--- src/ebzt_pkg.sv ---
package ebzt_pkg;
    // Register byte offsets
    localparam logic [7:0] EBZT_OFF_TIMING = 8'h00;
    localparam logic [7:0] EBZT_OFF_CTRL = 8'h04;
    localparam logic [7:0] EBZT_OFF_ADDR = 8'h08;
    localparam logic [7:0] EBZT_OFF_WDATA = 8'h0C;
    localparam logic [7:0] EBZT_OFF_CMD = 8'h10;
    localparam logic [7:0] EBZT_OFF_STATUS = 8'h14;
    localparam logic [7:0] EBZT_OFF_RDATA = 8'h18;
    // Timing register field positions
    localparam int EBZT_RD_LEAD_LSB = 0;
    localparam int EBZT_RD_ACT_LSB = 4;
    localparam int EBZT_RD_TRAIL_LSB = 8;
    localparam int EBZT_WR_LEAD_LSB = 10;
    localparam int EBZT_WR_ACT_LSB = 14;
    localparam int EBZT_WR_TRAIL_LSB = 18;
    localparam int EBZT_DOUBLER_BIT = 20;
    localparam int EBZT_RDY_EN_BIT = 21;
    localparam int EBZT_RDY_SEL_BIT = 22;
    localparam int EBZT_TIMING_W = 23;
    // Control register field positions
    localparam int EBZT_TIM_HALF_BIT = 0;
    localparam int EBZT_EXT_HALF_BIT = 1;
    localparam int EBZT_BUS32_BIT = 2;
    localparam int EBZT_CTRL_W = 3;
    // Command and status bits
    localparam int EBZT_CMD_READ_BIT = 0;
    localparam int EBZT_ST_BUSY_BIT = 0;
    localparam int EBZT_ST_PEND_BIT = 1;
    // Reset values: all phase counts at maximum with doubler off, 32-bit bus
    localparam logic [22:0] EBZT_TIMING_RST = 23'h0FFFFF;
    localparam logic [2:0] EBZT_CTRL_RST = 3'h4;
    // Phase counter width
    localparam int EBZT_CYC_W = 6;
    typedef enum logic [2:0] {
        EBZT_IDLE,
        EBZT_ALIGN,
        EBZT_LEAD,
        EBZT_ACTIVE,
        EBZT_TRAIL
    } ebzt_state_t;
endpackage

--- src/ebzt_ext_bus.sv ---
`timescale 1ns/100ps
// Summary of operation
// - No illegal-setting detection logic
// - Four timing/external clock ratio configurations
// - Phases counted, strobes changed on timing ticks
// - Equal clocks: strobes on external rising edge
// - Half clock: parity picks edge
// - Access start aligns to external rising edge
// - Strobe fall edge follows lead parity
// - Strobe rise follows lead plus active parity
// - Access end follows total parity
// - Lead starts on external rising edge
// - Alignment cycle keeps controls inactive
// - Address bus holds last address
// - Upper write strobe is address bit in 16-bit
// - Ready disabled: ignore ready, no waits
// - Lead, active plus one plus waits, trail; doubler
// - Wait states from ready only
// - Ready select: zero sync, one async
module ebzt_ext_bus
    import ebzt_pkg::*;
#(
    parameter int ADDR_W = 20,
    parameter int DATA_W = 32
)(
    input wire logic hclk,
    input wire logic hresetn,
    input wire logic hsel,
    input wire logic [31:0] haddr,
    input wire logic [1:0] htrans,
    input wire logic hwrite,
    input wire logic [2:0] hsize,
    input wire logic [31:0] hwdata,
    input wire logic hready,
    output logic hreadyout,
    output logic hresp,
    output logic [31:0] hrdata,
    output logic external_clock_out,
    output logic zone_select_n,
    output logic read_strobe_n,
    output logic write_strobe_low_n,
    output logic write_strobe_high_n,
    output logic read_not_write,
    output logic [ADDR_W-1:0] ext_addr_bus,
    output logic [DATA_W-1:0] ext_data_out,
    output logic ext_data_oe,
    input wire logic [DATA_W-1:0] ext_data_in,
    input wire logic ext_ready_in
);
    logic [EBZT_TIMING_W-1:0] timing_q;
    logic [EBZT_CTRL_W-1:0] ctrl_q;
    logic [ADDR_W-1:0] req_addr_q;
    logic [DATA_W-1:0] req_wdata_q;
    logic [DATA_W-1:0] rdata_q;
    logic req_read_q, pend_q, dir_read_q;
    logic wr_pend_q, rd_addr_ok;
    logic [7:0] wr_off_q;
    logic [31:0] rd_mux;
    logic [2:0] div_q;
    logic [2:0] div_nxt, mask_t, mask_e;
    logic tick_tim, ext_rise, ext_lvl_d;
    logic tim_half, ext_half, bus32, dbl, rdy_en, rdy_sel;
    logic rdy_m_q, rdy_s_q, rdy_a_q, rdy_ok, wait_now;
    logic [DATA_W-1:0] din_m_q, din_s_q;
    ebzt_state_t state_q, state_d;
    logic [EBZT_CYC_W-1:0] cyc_q, cyc_d;
    logic [EBZT_CYC_W-1:0] lead_len, act_len, trail_len;
    logic [3:0] f_lead, f_act;
    logic [1:0] f_trail;
    logic busy;

    assign tim_half = ctrl_q[EBZT_TIM_HALF_BIT];
    assign ext_half = ctrl_q[EBZT_EXT_HALF_BIT];
    assign bus32 = ctrl_q[EBZT_BUS32_BIT];
    assign dbl = timing_q[EBZT_DOUBLER_BIT];
    assign rdy_en = timing_q[EBZT_RDY_EN_BIT];
    assign rdy_sel = timing_q[EBZT_RDY_SEL_BIT];
    assign busy = pend_q || (state_q != EBZT_IDLE);

    // Zero-wait slave; every access answers OKAY
    assign hreadyout = 1'b1;
    assign hresp = 1'b0;

    // Address phase capture, writes land in the data phase
    always_ff @(posedge hclk or negedge hresetn)
    begin
        if (!hresetn)
        begin
            wr_pend_q <= 1'b0;
            wr_off_q <= 8'h00;
        end
        else
        begin
            wr_pend_q <= hsel && htrans[1] && hready && hwrite;
            wr_off_q <= haddr[7:0];
        end
    end

    // Read data registered in the address phase, so it stands in the data phase
    assign rd_addr_ok = hsel && htrans[1] && hready && !hwrite;
    always_comb
    begin
        case (haddr[7:0])
            EBZT_OFF_TIMING: rd_mux = {9'h000, timing_q};
            EBZT_OFF_CTRL: rd_mux = {29'h00000000, ctrl_q};
            EBZT_OFF_ADDR: rd_mux = {12'h000, req_addr_q};
            EBZT_OFF_WDATA: rd_mux = req_wdata_q;
            EBZT_OFF_CMD: rd_mux = {31'h00000000, req_read_q};
            EBZT_OFF_STATUS: rd_mux = {30'h00000000, pend_q, busy};
            EBZT_OFF_RDATA: rd_mux = rdata_q;
            default: rd_mux = 32'h00000000;
        endcase
    end
    always_ff @(posedge hclk or negedge hresetn)
    begin
        if (!hresetn)
            hrdata <= 32'h00000000;
        else if (rd_addr_ok)
            hrdata <= rd_mux;
    end

    // Software registers; settings are not checked for legality
    always_ff @(posedge hclk or negedge hresetn)
    begin
        if (!hresetn)
        begin
            timing_q <= EBZT_TIMING_RST;
            ctrl_q <= EBZT_CTRL_RST;
            req_addr_q <= '0;
            req_wdata_q <= '0;
            req_read_q <= 1'b0;
        end
        else if (wr_pend_q)
        begin
            case (wr_off_q)
                EBZT_OFF_TIMING: timing_q <= hwdata[EBZT_TIMING_W-1:0];
                EBZT_OFF_CTRL: ctrl_q <= hwdata[EBZT_CTRL_W-1:0];
                EBZT_OFF_ADDR: req_addr_q <= hwdata[ADDR_W-1:0];
                EBZT_OFF_WDATA: req_wdata_q <= hwdata[DATA_W-1:0];
                EBZT_OFF_CMD:
                    if (!busy)
                        req_read_q <= hwdata[EBZT_CMD_READ_BIT];
                default: ;
            endcase
        end
    end

    // Command pending flag; a command while busy is dropped
    always_ff @(posedge hclk or negedge hresetn)
    begin
        if (!hresetn)
            pend_q <= 1'b0;
        else if (wr_pend_q && wr_off_q == EBZT_OFF_CMD && !busy)
            pend_q <= 1'b1;
        else if (tick_tim && state_q == EBZT_IDLE)
            pend_q <= 1'b0;
    end

    // System clock is hclk/2; timing clock and external clock divide further only when the half bits are set
    assign div_nxt = div_q + 3'h1;
    assign mask_t = tim_half ? 3'h3 : 3'h1;
    assign mask_e = ext_half ? {mask_t[1:0], 1'b1} : mask_t;
    assign tick_tim = (div_q & mask_t) == mask_t;
    assign ext_rise = (div_q & mask_e) == mask_e;
    assign ext_lvl_d = (div_nxt & mask_e) < ((mask_e >> 1) + 3'h1);
    always_ff @(posedge hclk or negedge hresetn)
    begin
        if (!hresetn)
        begin
            div_q <= 3'h0;
            external_clock_out <= 1'b1;
        end
        else
        begin
            div_q <= div_nxt;
            external_clock_out <= ext_lvl_d;
        end
    end

    // Pin inputs pass two flops; async mode adds a third on ready only, for settling
    always_ff @(posedge hclk or negedge hresetn)
    begin
        if (!hresetn)
        begin
            rdy_m_q <= 1'b0;
            rdy_s_q <= 1'b0;
            rdy_a_q <= 1'b0;
            din_m_q <= '0;
            din_s_q <= '0;
        end
        else
        begin
            rdy_m_q <= ext_ready_in;
            rdy_s_q <= rdy_m_q;
            rdy_a_q <= rdy_s_q;
            din_m_q <= ext_data_in;
            din_s_q <= din_m_q;
        end
    end
    assign rdy_ok = rdy_sel ? rdy_a_q : rdy_s_q;
    assign wait_now = rdy_en && !rdy_ok;

    // Phase lengths in timing ticks, doubled counts when asked
    assign f_lead = dir_read_q ? timing_q[EBZT_RD_LEAD_LSB +: 4] : timing_q[EBZT_WR_LEAD_LSB +: 4];
    assign f_act = dir_read_q ? timing_q[EBZT_RD_ACT_LSB +: 4] : timing_q[EBZT_WR_ACT_LSB +: 4];
    assign f_trail = dir_read_q ? timing_q[EBZT_RD_TRAIL_LSB +: 2]
                                : timing_q[EBZT_WR_TRAIL_LSB +: 2];
    assign lead_len = EBZT_CYC_W'({2'b00, f_lead} << dbl);
    assign act_len = EBZT_CYC_W'({2'b00, f_act} << dbl); // one extra tick via cyc
    assign trail_len = EBZT_CYC_W'({4'h0, f_trail} << dbl);

    // Sequencer steps only on timing ticks parity of edges follows
    always_comb
    begin
        state_d = state_q;
        cyc_d = cyc_q;
        if (tick_tim)
        begin
            case (state_q)
                EBZT_IDLE, EBZT_ALIGN:
                    if (state_q == EBZT_ALIGN || pend_q)
                    begin
                        if (!ext_rise)
                            state_d = EBZT_ALIGN;
                        else if (lead_len != '0)
                        begin
                            state_d = EBZT_LEAD;
                            cyc_d = lead_len - 1'b1;
                        end
                        else
                        begin
                            state_d = EBZT_ACTIVE;
                            cyc_d = act_len;
                        end
                    end
                EBZT_LEAD:
                    if (cyc_q == '0)
                    begin
                        state_d = EBZT_ACTIVE;
                        cyc_d = act_len;
                    end
                    else
                        cyc_d = cyc_q - 1'b1;
                EBZT_ACTIVE:
                    if (cyc_q != '0)
                        cyc_d = cyc_q - 1'b1;
                    else if (wait_now)
                        state_d = EBZT_ACTIVE;
                    else if (trail_len != '0)
                    begin
                        state_d = EBZT_TRAIL;
                        cyc_d = trail_len - 1'b1;
                    end
                    else
                        state_d = EBZT_IDLE;
                EBZT_TRAIL:
                    if (cyc_q == '0)
                        state_d = EBZT_IDLE;
                    else
                        cyc_d = cyc_q - 1'b1;
                default: state_d = EBZT_IDLE;
            endcase
        end
    end

    always_ff @(posedge hclk or negedge hresetn)
    begin
        if (!hresetn)
        begin
            state_q <= EBZT_IDLE;
            cyc_q <= '0;
        end
        else
        begin
            state_q <= state_d;
            cyc_q <= cyc_d;
        end
    end

    // Direction latched with the command, so it is settled before the first tick
    always_ff @(posedge hclk or negedge hresetn)
    begin
        if (!hresetn)
            dir_read_q <= 1'b1;
        else if (wr_pend_q && wr_off_q == EBZT_OFF_CMD && !busy)
            dir_read_q <= hwdata[EBZT_CMD_READ_BIT];
    end

    // Pins registered from next state, so all move on the same hclk edge
    always_ff @(posedge hclk or negedge hresetn)
    begin
        if (!hresetn)
        begin
            zone_select_n <= 1'b1;
            read_strobe_n <= 1'b1;
            write_strobe_low_n <= 1'b1;
            write_strobe_high_n <= 1'b1;
            read_not_write <= 1'b1;
            ext_addr_bus <= '0;
            ext_data_out <= '0;
            ext_data_oe <= 1'b0;
        end
        else
        begin
            // Alignment and idle drive all controls inactive
            zone_select_n <= state_d == EBZT_IDLE || state_d == EBZT_ALIGN;
            read_not_write <= !(state_d inside {EBZT_LEAD, EBZT_ACTIVE, EBZT_TRAIL})
                              || dir_read_q;
            read_strobe_n <= !(state_d == EBZT_ACTIVE && dir_read_q);
            write_strobe_low_n <= !(state_d == EBZT_ACTIVE && !dir_read_q);
            // Upper strobe pin doubles as address bit zero on a narrow bus
            if (bus32)
                write_strobe_high_n <= !(state_d == EBZT_ACTIVE && !dir_read_q);
            else if (tick_tim && (state_q == EBZT_IDLE || state_q == EBZT_ALIGN)
                     && state_d != EBZT_ALIGN && state_d != EBZT_IDLE)
                write_strobe_high_n <= req_addr_q[0];
            // Address only moves when a new access starts, else it holds
            if (tick_tim && (state_q == EBZT_IDLE || state_q == EBZT_ALIGN)
                && state_d != EBZT_ALIGN && state_d != EBZT_IDLE)
            begin
                ext_addr_bus <= req_addr_q;
                ext_data_out <= req_wdata_q;
            end
            ext_data_oe <= !dir_read_q && state_d inside {EBZT_ACTIVE, EBZT_TRAIL};
        end
    end

    // Read data taken when the active period closes; pins lag two hclk by sync
    always_ff @(posedge hclk or negedge hresetn)
    begin
        if (!hresetn)
            rdata_q <= '0;
        else if (tick_tim && state_q == EBZT_ACTIVE && state_d != EBZT_ACTIVE && dir_read_q)
            rdata_q <= din_s_q;
    end

    AST_START_RISE: assert property (@(posedge hclk) disable iff (!hresetn)
        $fell(zone_select_n) |-> $rose(external_clock_out))
        else $error("access start off the external rising edge");
    AST_ALIGN_QUIET: assert property (@(posedge hclk) disable iff (!hresetn)
        state_q == EBZT_ALIGN |-> zone_select_n && read_strobe_n && write_strobe_low_n)
        else $error("control active during alignment");
    AST_ADDR_HOLD: assert property (@(posedge hclk) disable iff (!hresetn)
        zone_select_n && $past(zone_select_n) |-> $stable(ext_addr_bus))
        else $error("address moved between accesses");
    AST_NO_WAIT: assert property (@(posedge hclk) disable iff (!hresetn)
        state_q == EBZT_ACTIVE && cyc_q == '0 && tick_tim && !rdy_en
        |=> state_q != EBZT_ACTIVE)
        else $error("wait inserted with ready disabled");
    AST_READY_WAIT: assert property (@(posedge hclk) disable iff (!hresetn)
        state_q == EBZT_ACTIVE && cyc_q == '0 && tick_tim && rdy_en && !rdy_ok
        |=> state_q == EBZT_ACTIVE)
        else $error("active ended while ready low");
    AST_TICK_ONLY: assert property (@(posedge hclk) disable iff (!hresetn)
        $changed(read_strobe_n) || $changed(zone_select_n) |-> $past(tick_tim))
        else $error("strobe moved off a timing tick");
    AST_FULL_RATE: assert property (@(posedge hclk) disable iff (!hresetn)
        !tim_half && !ext_half && $past(hresetn) && $past(ctrl_q, 2) == ctrl_q
        |-> external_clock_out != $past(external_clock_out))
        else $error("external clock not at timing rate");
    AST_NARROW_A0: assert property (@(posedge hclk) disable iff (!hresetn)
        !bus32 && $stable(bus32) && !zone_select_n |-> write_strobe_high_n == ext_addr_bus[0])
        else $error("upper strobe pin not address bit zero");
    AST_RNW_WRITE: assert property (@(posedge hclk) disable iff (!hresetn)
        !write_strobe_low_n |-> !read_not_write && !zone_select_n)
        else $error("write strobe without write direction");
    AST_LEAD_PARITY: assert property (@(posedge hclk) disable iff (!hresetn)
        $fell(read_strobe_n) && ext_half && !lead_len[0] |-> $rose(external_clock_out))
        else $error("even lead strobe off rising edge");
endmodule

--- config.mk ---
export PLATFORM = sky130hd
export DESIGN_NAME = ebzt_ext_bus
export DESIGN_NICKNAME = d
export VERILOG_FILES = /design/src/ebzt_pkg.sv /design/src/ebzt_ext_bus.sv
export SDC_FILE = /design/constraint.sdc
export NUM_CORES = 1
export LEC_CHECK = 0
export ABC_AREA = 1
export BUFFER_PORTS_ARGS = -buffer_cell sky130_fd_sc_hd__buf_4
export CORE_ASPECT_RATIO = 1.4
export CORE_MARGIN = 2
export CORE_UTILIZATION = 50
export CTS_CLUSTER_SIZE = 28
export DETAILED_ROUTE_END_ITERATION = 12
export GPL_TIMING_DRIVEN = 0
export PLACE_DENSITY_LB_ADDON = 0.08
export SETUP_SLACK_MARGIN = 0.2
export SYNTH_ARGS = -nofsm -noshare
export SYNTH_HDL_FRONTEND = slang
export SYNTH_SLANG_ARGS = --single-unit
--- constraint.sdc ---
create_clock -name hclk -period 7.6 [get_ports hclk]
set_input_delay 0 -clock hclk [delete_from_list [all_inputs] [get_ports hclk]]
set_output_delay 0 -clock hclk [all_outputs]
set_load 0.1 [all_outputs]
==> results.md <==
- Status: completed
- Clock slew at reported path FFs: around 60 ps
- Setup Crit Path Kind: flop to flop
- Top cell type by total area after synthesis: dfrtp_1
- Vias/cell: 5.24
- Clk sinks: around 300
- GPL Wtd Cong: 0.904
- Origin of the worst setup path: dir_read_q
- Clock Skew: roughly 9.9 ps
- Synth Register Bits: 292
- Sequential element share of the synthesized area: approximately three fifths
- R2R cell count: 16
- # setup viols final: 0
- Placed Cells: 1734
- Mapped Nets: approximately 1400
- CP max FO: 10
- Min Hold Slack: 34.0 ps
- Vias in the first global route: 10100
- Worst slack, placed: roughly 4400 ps
- DR WL/cell: 18.3 um
- Port bufs: about 170
- Final instance area: between 15000 and 20000 um2
- Overall Global Routing Usage: 27.6%
- Post-CTS Hold Fix Bufs: 78
- Resized Gates After CTS: 0
- Worst Path Required: 8080 ps
- Number of synthesized flops with an enable pin: 0
- Final setup margin: 4320 ps
- Min cycle time layout: 3280 ps
- First-pass GRT wire length: 53800 um
- RSZ-0062 raised after global routing: false
- Tot Pwr: 5.10 mW
- Worst flop-to-flop path startpoint: dir_read_q
- Crit path to: rdata_q[25]
- Non-Filler Instances: 1863
- Detail Placement HPWL: 24800 um
- Pin count of the biggest net entering global routing: 110
- # H-tree levels: 1
- Maximum clock frequency: a little over 300 MHz
- Vias: 9763
- CTS Buf Count: 28
- Layout cells sized above 1: 19.9%
- TritonCTS clock tree: yes
- Asr flop ratio synth: 100%
- Diode count: 0
- Initial core utilization: about half
- DIE HEIGHT: 187 um
- R2r setup slk: 4320 ps
- Worst-case vdd ir drop: 0.274 mV
- Synth top area cells: dfrtp_1 55%, nand2_1 9.7%, o21ai_0 6.7%
- Worst-skew pair later-pin latency: ~540 ps
- Drt drc: 0
- Worst R2R End: rdata_q[25]
- Drt first-iter violations: 713
- Max Cap Viol: 0
- Setup TNS: 0 ps
- Setup crit end kind: flop
- Worst EP arrival: 3760 ps
- Pwr dens: 331 nW/um2
- Synth warnings: 0
- P_leak: approximately 7.8 nW
- Avg Inst Size Synth: approximately 9.5 um2
- I/O pins: 200
- Die width: 135 um
- Relative slew slack: between 10% and 20%
- Post-Syn Instances: 1257
- Ys flop type: dfrtp_1
- Fin. Hold Viols: 0
- Post-Route WL: 34100 um
- Yosys cell types: 50
- Post-route ant nets: 0
- Top post-synthesis cells by count: 308 x nand2_1, 264 x dfrtp_1, 160 x o21ai_0
- Number of setup buffers added after CTS: 0
- Worst slew pin tran: 1240 ps
- Hold Path Class: input port to asynchronous set/reset pin
- Die area: approximately 25000 um2
- Final worst path period share: 43.1%
- Placement Cell Area: roughly 14000 um2
- GRT overflow: 0
- Total Nets Final: 1655
- Worst Setup Start Kind: flop
- Core area: roughly 23000 um2
- DRT Pass-1 Iters: 5
- Area Overhead vs Synth: 29.4%
- Max Root-Sink Buffers: 3
- Netlist Area Pre-Place: 11900 um2
- Max-slew violation count: 0
- Row cnt: 66
- Area share of the largest cell type after synthesis: 55.4%
- Most common cell in the netlist: nand2_1
- Final Util: 66.0%
- Initial antenna violation count: 0
- Root buf cell: clkbuf_16
## layout by cell type (no fill, tap or decap), types with 39 or more instances in the layout
| master | count |
|---|---|
| clkbuf_1 | 39 |
| nand2_1 | 308 |
| a21oi_1 | 46 |
| o21ai_0 | 160 |
| buf_4 | 174 |
| dlygate4sd3_1 | 78 |
| dfrtp_1 | 264 |
| nor2_1 | 66 |
| nand3_1 | 82 |
| inv_1 | 127 |
## per-layer routing
metal	wire length, um	track usage, %	up-vias
met5	0	0	-
met4	1110	8.99	0
met3	1640	3.02	67
met2	18300	50.7	293
met1	13000	33.6	4791
li1	-	-	4612
## cell families (layout without fill, tap and decap cells)
group,count (synthesis),count (layout),synth area share [%]
adders and majority gates,12,12,1.26
AOI/OAI and AO/OA,251,251,11.6
DFF,292,292,61.6
muxes,4,4,0.367
and+or+nand+nor,500,500,18.1
buffers and inverters,191,491,6.61
other,2,2,0.0630
xor gates and xnor gates,5,5,0.367
## critical path, cell delays in order, from the launching register on
cell	delay, ps
dfstp_2	520
buf_4	160
clkbuf_1	380
nand2_1	110
o21ai_0	180
nor2_1	80
a31oi_1	230
ha_1	180
nand2_1	70
nand3_1	90
nand2_1	110
a21oi_1	390
nand3_4	220
nand2_2	180
buf_4	190
nand2_1	70
nand2_1	50
## power breakdown
part	total, mW	leakage (nW)	switching [mW]	internal (mW)
sequential	1.89	3.47	0.135	1.76
clock	1.51	0.493	0.589	0.924
combinational	1.70	3.85	1.33	0.364
total	5.10	7.81	2.06	3.04
## worst min path at each step
| stage | endpoint | from | cells after the start | slack, ps |
|---|---|---|---|---|
| 2_1_floorplan | ctrl_q[0] | hresetn | 0 | -300 |
| 3_3_place_gp | din_m_q[2] | ext_data_in[2] | 1 | 110 |
| 3_5_place_dp | wr_off_q[7] | hresetn | 1 | 40 |
| 4_1_cts | wr_off_q[7] | hresetn | 2 | 70 |
| 5_1_grt | wr_off_q[7] | hresetn | 2 | 100 |
| 6_report | wr_off_q[1] | hresetn | 2 | 30 |
## flip-flops by register name, summed over array words and instances, names as in the netlist, 3 cells and up
signal	count
din_m_q	32
din_s_q	32
ext_data_out	32
hrdata	32
rdata_q	32
req_wdata_q	32
timing_q	23
ext_addr_bus	20
req_addr_q	20
wr_off_q	8
cyc_q	6
ctrl_q	3
div_q	3
state_q	3
## area by class of cell
| class | instances | area [um2] |
|---|---|---|
| fillers | 1930 | 7940 |
| flip-flops and latches | 292 | 7340 |
| multi-input cells | 774 | 3790 |
| repair buffers | 249 | 2110 |
| clock buffers | 40 | 827 |
| inverters | 136 | 520 |
| well taps | 306 | 383 |
| plain buffers | 55 | 268 |
| clock inverters | 11 | 185 |
No activity file was read; power rests on OpenSTA's default activity.
